**src/inc/hsts_cfg.svh**
```systemverilog
`ifndef HSTS_CFG_SVH
`define HSTS_CFG_SVH
// register offset and field positions
`define HSTS_OFFSET 8'h24
`define HSTS_BIT_XFER_DONE 0
`define HSTS_BIT_XFER_ERR 1
`define HSTS_BIT_PORT_CHG 2
`define HSTS_BIT_FL_WRAP 3
`define HSTS_BIT_SYS_ERR 4
`define HSTS_BIT_ADV 5
`define HSTS_BIT_HALTED 12
`define HSTS_BIT_RECLAIM 13
`define HSTS_BIT_PER_STATE 14
`define HSTS_BIT_ASYNC_STATE 15
`define HSTS_EVENT_MASK 6'h3f
`define HSTS_RESET_VALUE 32'h0000_1000
// cycles counted down after run/stop clear before halted can set while the pipeline drains
`define HSTS_DRAIN_CYCLES 4
`endif

```
**src/inc/hsts_pkg.sv**
```systemverilog
package hsts_pkg;
  typedef enum logic [1:0]
  {
    RUNNING,
    DRAINING,
    HALTED
  } run_state_t;
  typedef logic [5:0] event_vec_t;
endpackage : hsts_pkg

```
**src/host_status_register.sv**
```systemverilog
// Function
// software writes zero into reserved bits 31..16 and 11..6
// bit 15 shows real asynchronous schedule state, may lag enable
// bit 14 shows real periodic schedule state, may lag enable
// reclamation bit 13 resets zero, flags empty asynchronous schedule
// halted bit 12 resets one, reads zero while run/stop is one
// halted sets only after execution really stopped following clear
// bit 5 sets on next async advance after doorbell written
// bit 4 sets on parity error, master abort or target abort
// host system error clears run/stop to stop descriptor execution
// bit 3 sets on frame index wrap, bit 13 or 12 toggle
// bit 2 sets on owned port change or force resume rise
// port change flag loaded with OR of port changes on D3-to-D0
// bit 1 sets when completing a transaction yields an error
// error with interrupt-on-complete sets both error and complete
// bit 0 sets when descriptor with interrupt-on-complete retires
// bit 0 also sets on short packet detection
// writing one clears an event flag, zero leaves it
// interrupt raised when flag and its enable are both set
// 256-entry list sets wrap flag on index bit 11 toggle
// reserved bits read zero, writes to read-only bits ignored
`timescale 1ns/100ps
`default_nettype none
`include "hsts_cfg.svh"
module host_status_register
  import hsts_pkg::*;
#(
  parameter int NUM_PORTS = 4
)
(
  // clock and reset
  input wire logic mclk,
  input wire logic rst,
  // register access from the function's memory space decoder
  input wire logic [7:0] reg_addr,
  input wire logic reg_wr,
  input wire logic reg_rd,
  input wire logic [31:0] reg_wdata,
  output logic [31:0] reg_rdata,
  // command register and interrupt enables
  input wire logic run_stop_bit,
  input wire logic [5:0] irq_enable,
  input wire logic [13:0] frame_index,
  input wire logic [1:0] frame_list_size,
  // schedule engine state
  input wire logic async_running,
  input wire logic periodic_running,
  input wire logic async_empty,
  input wire logic pipeline_idle,
  input wire logic async_advanced,
  input wire logic doorbell_set,
  // transfer events
  input wire logic td_retired,
  input wire logic td_ioc,
  input wire logic td_error,
  input wire logic short_packet,
  input wire logic pci_parity_err,
  input wire logic master_abort,
  input wire logic target_abort,
  // ports
  input wire logic [NUM_PORTS-1:0] port_change_rise,
  input wire logic [NUM_PORTS-1:0] port_handoff,
  input wire logic [NUM_PORTS-1:0] force_resume_rise,
  input wire logic [NUM_PORTS-1:0] port_change_any,
  input wire logic d3_to_d0,
  // results
  output logic run_stop_clear,
  output logic irq,
  output logic async_sched_state,
  output logic periodic_sched_state,
  output logic halted_flag
);
  event_vec_t events_reg;
  event_vec_t set_vec;
  event_vec_t clr_vec;
  run_state_t run_reg;
  logic [2:0] drain_cnt_reg;
  logic reclamation_flag;
  logic doorbell_pend_reg;
  logic wrap_pulse;
  logic sel;
  logic port_evt;

  // frame list wrap detector
  wrap_detect u_wrap
  (
    .mclk(mclk),
    .rst(rst),
    .frame_index(frame_index),
    .frame_list_size(frame_list_size),
    .wrap_pulse(wrap_pulse)
  );

  assign sel = (reg_addr == `HSTS_OFFSET);
  // port changes count only on owned ports; a handed-off port belongs to the companion
  assign port_evt = |((port_change_rise & ~port_handoff) | force_resume_rise);

  // sources of each sticky event
  always_comb
  begin
    set_vec = '0;
    // an errored descriptor that asked for completion also flags done
    set_vec[`HSTS_BIT_XFER_DONE] = (td_retired && td_ioc)
      || (td_error && td_ioc) || short_packet;
    set_vec[`HSTS_BIT_XFER_ERR] = td_error;
    set_vec[`HSTS_BIT_PORT_CHG] = port_evt
      || (d3_to_d0 && |port_change_any);
    set_vec[`HSTS_BIT_FL_WRAP] = wrap_pulse;
    set_vec[`HSTS_BIT_SYS_ERR] = pci_parity_err || master_abort
      || target_abort;
    set_vec[`HSTS_BIT_ADV] = doorbell_pend_reg && async_advanced;
  end

  // write-one-to-clear; reserved and read-only bits ignore writes
  assign clr_vec = (reg_wr && sel) ? reg_wdata[5:0] : 6'h00;

  // sticky flags: a set in the same cycle as a clear wins
  always_ff @(posedge mclk)
  begin
    if (rst)
      events_reg <= 6'h00;
    else
      events_reg <= (events_reg & ~clr_vec) | set_vec;
  end

  // doorbell armed until the next asynchronous advance
  always_ff @(posedge mclk)
  begin
    if (rst)
      doorbell_pend_reg <= 1'b0;
    else if (doorbell_set)
      doorbell_pend_reg <= 1'b1;
    else if (async_advanced)
      doorbell_pend_reg <= 1'b0;
  end

  // run state: halted only once pipeline drained after run/stop clear
  always_ff @(posedge mclk)
  begin
    if (rst)
    begin
      run_reg <= HALTED;
      drain_cnt_reg <= 3'h0;
    end
    else
    begin
      case (run_reg)
        RUNNING:
          if (!run_stop_bit)
          begin
            run_reg <= DRAINING;
            drain_cnt_reg <= 3'(`HSTS_DRAIN_CYCLES);
          end
        DRAINING:
          if (run_stop_bit)
            run_reg <= RUNNING;
          else if (drain_cnt_reg != 3'h0)
            drain_cnt_reg <= drain_cnt_reg - 3'h1;
          else if (pipeline_idle)
            run_reg <= HALTED;
        HALTED:
          if (run_stop_bit)
            run_reg <= RUNNING;
        default:
          run_reg <= HALTED;
      endcase
    end
  end

  // outputs straight from flops
  always_ff @(posedge mclk)
  begin
    if (rst)
    begin
      halted_flag <= 1'b1;
      reclamation_flag <= 1'b0;
      async_sched_state <= 1'b0;
      periodic_sched_state <= 1'b0;
      run_stop_clear <= 1'b0;
      irq <= 1'b0;
    end
    else
    begin
      // halted drops with run/stop; set after the drain completes
      halted_flag <= !run_stop_bit && (run_reg == HALTED
        || (run_reg == DRAINING && drain_cnt_reg == 3'h0
        && pipeline_idle));
      reclamation_flag <= async_empty;
      async_sched_state <= async_running;
      periodic_sched_state <= periodic_running;
      run_stop_clear <= set_vec[`HSTS_BIT_SYS_ERR];
      irq <= |(((events_reg & ~clr_vec) | set_vec) & irq_enable);
    end
  end

  // read data; reserved bits read zero
  always_ff @(posedge mclk)
  begin
    if (rst)
      reg_rdata <= 32'h0000_0000;
    else if (reg_rd && sel)
    begin
      reg_rdata <= 32'h0000_0000;
      reg_rdata[5:0] <= events_reg;
      reg_rdata[`HSTS_BIT_HALTED] <= halted_flag;
      reg_rdata[`HSTS_BIT_RECLAIM] <= reclamation_flag;
      reg_rdata[`HSTS_BIT_PER_STATE] <= periodic_sched_state;
      reg_rdata[`HSTS_BIT_ASYNC_STATE] <= async_sched_state;
    end
    else
      reg_rdata <= 32'h0000_0000;
  end

  // checks
  AST_HALT_LOW_WHEN_RUN: assert property (@(posedge mclk) disable iff (rst)
    run_stop_bit |=> !halted_flag) else $error("halted while running");
  AST_SYSERR_STOPS: assert property (@(posedge mclk) disable iff (rst)
    (pci_parity_err || master_abort || target_abort) |=> run_stop_clear)
    else $error("system error did not stop");
  AST_SYSERR_FLAG: assert property (@(posedge mclk) disable iff (rst)
    master_abort |=> events_reg[4]) else $error("abort not flagged");
  AST_ERR_IOC_BOTH: assert property (@(posedge mclk) disable iff (rst)
    (td_error && td_ioc) |=> events_reg[1] && events_reg[0])
    else $error("error with ioc not both");
  AST_SHORT_PKT: assert property (@(posedge mclk) disable iff (rst)
    short_packet |=> events_reg[0]) else $error("short packet lost");
  AST_W1C_KEEP: assert property (@(posedge mclk) disable iff (rst)
    (events_reg[3] && !(reg_wr && sel && reg_wdata[3])) |=> events_reg[3])
    else $error("flag lost without clear");
  AST_WRAP_SET: assert property (@(posedge mclk) disable iff (rst)
    wrap_pulse |=> events_reg[3]) else $error("wrap lost");
  AST_NO_HALT_EARLY: assert property (@(posedge mclk) disable iff (rst)
    $fell(run_stop_bit) |=> !halted_flag [*2])
    else $error("halted before drain");
  AST_IRQ: assert property (@(posedge mclk) disable iff (rst)
    (|(events_reg & irq_enable) && !(reg_wr && sel)) |=> irq)
    else $error("irq missing");
  AST_ASYNC_STATE: assert property (@(posedge mclk) disable iff (rst)
    async_running |=> async_sched_state) else $error("async state");
  AST_RESERVED_ZERO: assert property (@(posedge mclk) disable iff (rst)
    reg_rdata[31:16] == 16'h0000 && reg_rdata[11:6] == 6'h00)
    else $error("reserved bits nonzero");
  COV_HALT: cover property (@(posedge mclk) $rose(halted_flag));
  COV_ADV: cover property (@(posedge mclk) $rose(events_reg[5]));
  COV_CLR: cover property (@(posedge mclk) reg_wr && sel && |events_reg);
endmodule : host_status_register
`default_nettype wire

```
**src/wrap_detect.sv**
```systemverilog
`timescale 1ns/100ps
`default_nettype none
`include "hsts_cfg.svh"
// frame list wrap detector: watches the index bit matching the list size
module wrap_detect
  import hsts_pkg::*;
(
  // clock and reset
  input wire logic mclk,
  input wire logic rst,
  // frame index from the counter
  input wire logic [13:0] frame_index,
  input wire logic [1:0] frame_list_size,
  // one-cycle wrap pulse
  output logic wrap_pulse
);
  logic watched;
  logic watched_reg;
  logic primed_reg;

  // 1024 -> bit 13, 512 -> bit 12, 256 -> bit 11
  always_comb
  begin
    case (frame_list_size)
      2'h0: watched = frame_index[13];
      2'h1: watched = frame_index[12];
      2'h2: watched = frame_index[11];
      default: watched = frame_index[13];
    endcase
  end

  // primed avoids a false wrap from the first sample after reset
  always_ff @(posedge mclk)
  begin
    if (rst)
    begin
      watched_reg <= 1'b0;
      primed_reg <= 1'b0;
      wrap_pulse <= 1'b0;
    end
    else
    begin
      watched_reg <= watched;
      primed_reg <= 1'b1;
      wrap_pulse <= primed_reg && (watched != watched_reg);
    end
  end
endmodule : wrap_detect
`default_nettype wire

```
**config.mk**
```make
export PLATFORM = sky130hd
export DESIGN_NAME = host_status_register
export DESIGN_NICKNAME = d
export VERILOG_FILES = /design/src/inc/hsts_pkg.sv /design/src/host_status_register.sv /design/src/wrap_detect.sv
export VERILOG_INCLUDE_DIRS = /design/src /design/src/inc
export SDC_FILE = /design/constraint.sdc
export NUM_CORES = 1
export LEC_CHECK = 0
export ABC_AREA = 1
export BUFFER_PORTS_ARGS = -buffer_cell sky130_fd_sc_hd__buf_2
export CORE_MARGIN = 8
export CORE_UTILIZATION = 40
export DETAILED_ROUTE_END_ITERATION = 8
export PLACE_DENSITY = 0.95
export SYNTH_ARGS = -nofsm -noshare
export SYNTH_HDL_FRONTEND = slang
export SYNTH_HIERARCHICAL = 1
export SYNTH_SLANG_ARGS = --single-unit
```
**constraint.sdc**
```tcl
create_clock -name mclk -period 2.3 [get_ports mclk]
set_clock_uncertainty 0.2 [all_clocks]
set_input_delay 0.345 -clock mclk [delete_from_list [all_inputs] [get_ports mclk]]
set_output_delay 0.345 -clock mclk [all_outputs]
set_load 0.1 [all_outputs]
```
# Word level (Yosys, flattened, before mapping)
# Cells that the tools add are included.
op_classes:
  n_eq_ne: 12
  mux: 15
  n_addsub: 1
  n_reduce_logical: 28
  bitwise: 8
ops:
  columns: ["operator", "n"]
  rows:
  - ["AND 6 bit", 2]
  - ["logical AND 1 bit", 10]
  - ["two-way mux 2 bit", 5]
  - ["two-way mux 3 bit", 3]
  - ["equality test 8 x 6 -> 1 bit, second input constant", 1]
  - ["!= test 2 bit, second input constant", 4]
  - ["AND reduction 4 bit", 2]
  - ["OR reduction 4 bit", 2]
  - ["logical OR 1 bit", 6]
  - ["two-way mux 6 bit", 1]
  - ["!= test 3 bit, second input constant", 2]
  - ["inverter 6 bit", 1]
  - ["bitwise OR 6 bit", 1]
  - ["one-hot mux 2 bit (3 select lines)", 1]
  - ["one-hot mux 3 bit (2 select lines)", 1]
  - ["OR reduction 6 bit", 1]
  - ["AND 4 bit", 1]
  - ["equality test 2 x 1 -> 1 bit, second input constant", 2]
  - ["equality test 2 bit, second input constant", 2]
  - ["inverter 4 bit", 1]
  - ["bitwise OR 4 bit", 1]
  - ["nonzero test 2 bit", 2]
  - ["zero test 3 bit", 1]
  - ["two-way mux 1 bit", 3]
  - ["8 further kinds", 8]
word_totals:
  out_inout_bits: 37
  in_bits: 97
  elab_cells: 79
  reg_bits: 53

# Logic depth before layout (Yosys ltp)
logic_depth:
  word_depth: 8
  mapped_depth: 11
  ltp_nobuf: 11

# By module
# Netlist, hierarchy kept.
modules_own_cells:
  columns: ["mod", "area_each_um2", "instances", "cells_per_inst", "seq_area_each_um2"]
  rows:
  - ["host_status_register", 1341.3, 1, 188, 560.5]
  - ["wrap_detect", 162.7, 1, 22, 60.1]

# Worst setup path after synthesis
# OpenSTA, ideal clock, no wires.
synth_timing:
  path_type: "register -> register"
  start: "register drain_cnt_reg[0]"
  end: "register drain_cnt_reg[2]"
  setup_slack_ns: 0.768
  t_required_ns: 1.975
  setup_time_ns: 0.125
  path_buffers: 0
  synth_period_minus_slack_ns: 1.532
  arrival_ns: 1.207
  path_stages_with_launch: 10
  cell_sequence: "dfxtp_1 > inv_1 > ha_1 > inv_1 > nor2_1 > inv_1 > o21ai_0 > o21ai_0 > nand2_1 > o22ai_1"
synth_between:
  elab_chain_len: 4
  elab_cells_between_ends: 7
  cone_classes: "1 x add/sub; 1 x eq/ne; 3 x mux; 2 x reduce/logical"
synth_lines:
  columns: ["element", "line_no", "source"]
  rows:
  - ["from (decl)", "host_status_register.sv:77", "logic [2:0] drain_cnt_reg;"]
  - ["from (signal assigned)", "host_status_register.sv:152", "drain_cnt_reg <= 3'(`HSTS_DRAIN_CYCLES);"]
  - ["from (signal assigned)", "host_status_register.sv:158", "drain_cnt_reg <= drain_cnt_reg - 3'h1;"]
  - ["subtractor 3 x 1 -> 3 bit", "host_status_register.sv:158", null]
  - ["two-way mux 3 bit", "host_status_register.sv:157", "else if (drain_cnt_reg != 3'h0)"]
  - ["two-way mux 3 bit", "host_status_register.sv:155", "if (run_stop_bit)"]
  - ["one-hot mux 3 bit (2 select lines)", "host_status_register.sv:147", "case (run_reg)"]
# Parallel ways exist; a longest one is shown, timed or not. The select of a mux whose other input is x is not followed.
# A chain may end at the register's enable or synchronous reset.

# Final worst setup path
layout_timing:
  start: "register drain_cnt_reg[0]"
  end: "register drain_cnt_reg[0]"
# Same word-level chain as after synthesis.

==> implementation parameters <==
Parameter                              Value

Final layout
  NumNets Final ... 391
  Number of diodes ... 0
  Post-route cell area ... between 1500 and 2000 µm²
  Share of layout cells above drive strength 1 ... just over 30%
  Syn-to-layout area delta ... 30.9%
  Non-Filler Instances ... about 340
  Post-layout util ... 54.2%
  Flip-flop count of the largest register, all copies and words added ... 10

Floorplanning
  Num rows ... 22
  Placeable core area ... ~3600 µm²
  Effective utilization at floorplan ... between 40% and 50%
  I/O Pins ... 134
  Horizontal die dimension ... 77.3 µm
  Total Die Area ... ~6000 µm²
  Height of the die ... around 77 µm

Place
  Cell area after placement ... roughly 1900 µm²
  Detail Placement HPWL ... 3200 µm
  Placer Congestion ... 0.784
  Total instance count after detailed placement ... approximately 330
  Port Buf Inserts ... 74

Detailed routing
  Number of nets still failing antenna checks after routing ... 0
  WL per Instance ... 11.0 µm
  Iteration-0 DRC count of the detailed router ... 42
  DRC viols ... 0
  Number of detailed-route iterations in the first pass ... 4
  Number of vias after detailed routing ... about 1400
  Via-to-Cell Ratio ... around 4.2
  Drt total wl ... around 3700 µm

STA
  Max Slew Vio Count ... 0
  Crit path time final ... around 1.8 ns
  Total negative slack ... 0 ns
  Setup violations, final ... 0
  Maximum clock frequency ... 562 MHz
  Setup repair after global routing missed its margin ... false
  Number of hold violations in the final report ... 0
  Share of the clock period used by the worst path ... between 70 and 80%

Clock tree
  Number of resized instances in the post-cts repair step ... 0
  Buffer cell driving the clock tree root ... sky130_fd_sc_hd__clkbuf_8
  CTS max path bufs ... 2
  Insertion delay to the later sink of the worst-skew pair ... 0.28 ns
  Number of levels in the clock H-tree ... 2
  Hold bufs inserted after CTS ... 0
  Clock Pin Slew Worst Setup and Hold Paths ... 0.06 ns
  Clock tree sinks ... 31
  Setup Buffers After CTS ... 0
  CTS tree ... done
  Number of CTS-inserted buffers ... 5

Global routing
  GR Util met2 ... between 20% and 30%
  All-layer global routing usage ... 12.2%
  Antenna violations before repair ... 0
  Global routing met3 resource utilization ... around 6.6%
  Busiest layer in global routing ... met2
  Pin count of the biggest net entering global routing ... 17
  Vias in the first global route ... roughly 1500
  First-pass GRT wire length ... 5960 µm
  Met1 track demand over resource ... under 10%
  Congestion Overflow GR ... 0

Yosys
  Synthesized instance count ... between 200 and 250
  Post-synthesis register bit count ... 31
  Ys async rst share ... 0%
  Mux cell area share after synthesis ... 0%
  EDFF count, synth ... 0
  Most common flop cell mapped by yosys ... sky130_fd_sc_hd__dfxtp_1
  Parity-gate share of the synthesized area counting xor and xnor cells ... 0%
  Adder-cell share of the synthesized area ... under 10%
  Syn avg cell area ... around 7.2 µm²
  Post-synthesis instance area ... 1500 µm²
  Compound-Gate Fraction of Synth Area ... between 6 and 7%
  Yosys warning total ... 6
  Combinational family with the most area after synthesis ... simple AND/OR/NAND/NOR gates
  Fraction of the yosys area taken by sequential cells ... approximately two fifths
  Share of synthesized cell area in and, or, nand and nor gates ... a little over a quarter
  Synth unique cells ... 22

Worst setup path
  Type of the worst setup path ... flop to flop
  Startpoint type of the worst setup path ... flop
  Worst Path Required ... between 2 and 2.5 ns
  Critical Path AT ... roughly 1.8 ns
  Crit. End Element ... flop
  Largest fanout of any net on the critical path ... 4

Pwr
  Power Dens Cells ... ~740 nW/µm²
  Switching part of the total power ... ~33%
  Clock network power share ... between 30 and 40%
  Largest vdd supply drop ... around 0.00044 V
  Pint ... roughly 1000 µW
  Leakage power ... about 0.0011 µW
  Seq pwr share ... between 30% and 40%
  Total net switching power ... 473 µW
  Comb power frac ... 23.5%

Run
  Max_cap viols ... 0

Min path
  Min-Delay Path Class ... primary input to flop

Status
  Status ... finished, final reports clean
routing by layer:
layer  wire length [µm]  up-vias
met5                  0        -
met2               2110       49
met4                 27        0
met1               1250      632
li1                   -      749
met3                333        3
synth_stat cells, types with 2 or more instances:
cell                      count  area (µm²)
sky130_fd_sc_hd__buf_4       22         165
sky130_fd_sc_hd__ha_1         4        50.1
sky130_fd_sc_hd__nor2_1      31         116
sky130_fd_sc_hd__nor3_1       2        10.0
sky130_fd_sc_hd__dfxtp_1     31         621
sky130_fd_sc_hd__nand3_2      3        30.0
sky130_fd_sc_hd__o22ai_1      2        12.5
sky130_fd_sc_hd__a21oi_1     11        55.1
sky130_fd_sc_hd__o21ai_0      4        20.0
sky130_fd_sc_hd__inv_1       39         146
sky130_fd_sc_hd__nand2_1     41         154
sky130_fd_sc_hd__nand3_1     10        50.1
through the flow:
stage / power, µW / setup WS (ns) / hold slack, ns
6_report: 1450 / 0.520 / 0.0688
5_1_grt: 1530 / 0.301 / 0.0654
4_1_cts: 1470 / 0.539 / 0.0630
3_5_place_dp: 923 / 0.555 / 0.203
3_3_place_gp: 915 / 0.640 / 0.194
2_1_floorplan: 876 / 0.768 / 0.194
worst max-delay path, cell delays in order (launching register included):
cell,delay (ns)
sky130_fd_sc_hd__dfxtp_1,0.30
sky130_fd_sc_hd__inv_1,0.10
sky130_fd_sc_hd__ha_1,0.16
sky130_fd_sc_hd__inv_1,0.03
sky130_fd_sc_hd__nor2_1,0.16
sky130_fd_sc_hd__inv_1,0.08
sky130_fd_sc_hd__o21ai_0,0.36
sky130_fd_sc_hd__o21ai_0,0.15
sky130_fd_sc_hd__a21oi_1,0.16
final cells by class:
| class | count | area (µm²) |
|---|---|---|
| Clock buffer | 6 | 82.6 |
| Clock inverter | 2 | 35.0 |
| Fill cell | 373 | 1660 |
| Inverter | 39 | 146 |
| Multi-Input combinational cell | 138 | 647 |
| Sequential cell | 31 | 621 |
| Tap cell | 48 | 60.1 |
| Timing Repair Buffer | 75 | 378 |
final timing paths:
check                                 startpoint                end  slack, ns  depth (start not counted)
worst min-delay path               async_running  async_sched_state       0.07                          3
worst min register to register  reclamation_flag      reg_rdata[13]       0.21                          2
worst max-delay path            drain_cnt_reg[0]   drain_cnt_reg[0]       0.52                          8
worst max register to register  drain_cnt_reg[0]   drain_cnt_reg[0]       0.52                          8
power groups by stage:
stage	clock network (µW)	registers [µW]	logic [µW]
after floorplan	0	623	253
after global placement	0	582	333
after detailed placement	0	583	340
after CTS	554	571	341
after global routing	586	574	366
final	541	571	342
cell usage in the layout, fill, tap and decap left out, drive strengths merged:
cell type / instances
nand3: 13
nor4: 1
nor3: 3
o21ai: 4
o22ai: 2
a21oi: 11
nor2: 32
o21a: 1
a31oi: 1
or2: 2
buf: 75
bufinv: 1
nand2: 41
dfxtp: 31
nand4: 1
ha: 4
clkinv: 1
clkbuf: 6
conb: 22
inv: 39
kinds of logic (layout without fill, tap and decap cells):
| group | Yosys count | count (layout) |
|---|---|---|
| simple gates | 93 | 93 |
| buf+inv | 62 | 122 |
| flops | 31 | 31 |
| compound gates | 19 | 19 |
| fa+ha+maj | 4 | 4 |
| other cells | 1 | 22 |
(Power assumes the default switching activity.)
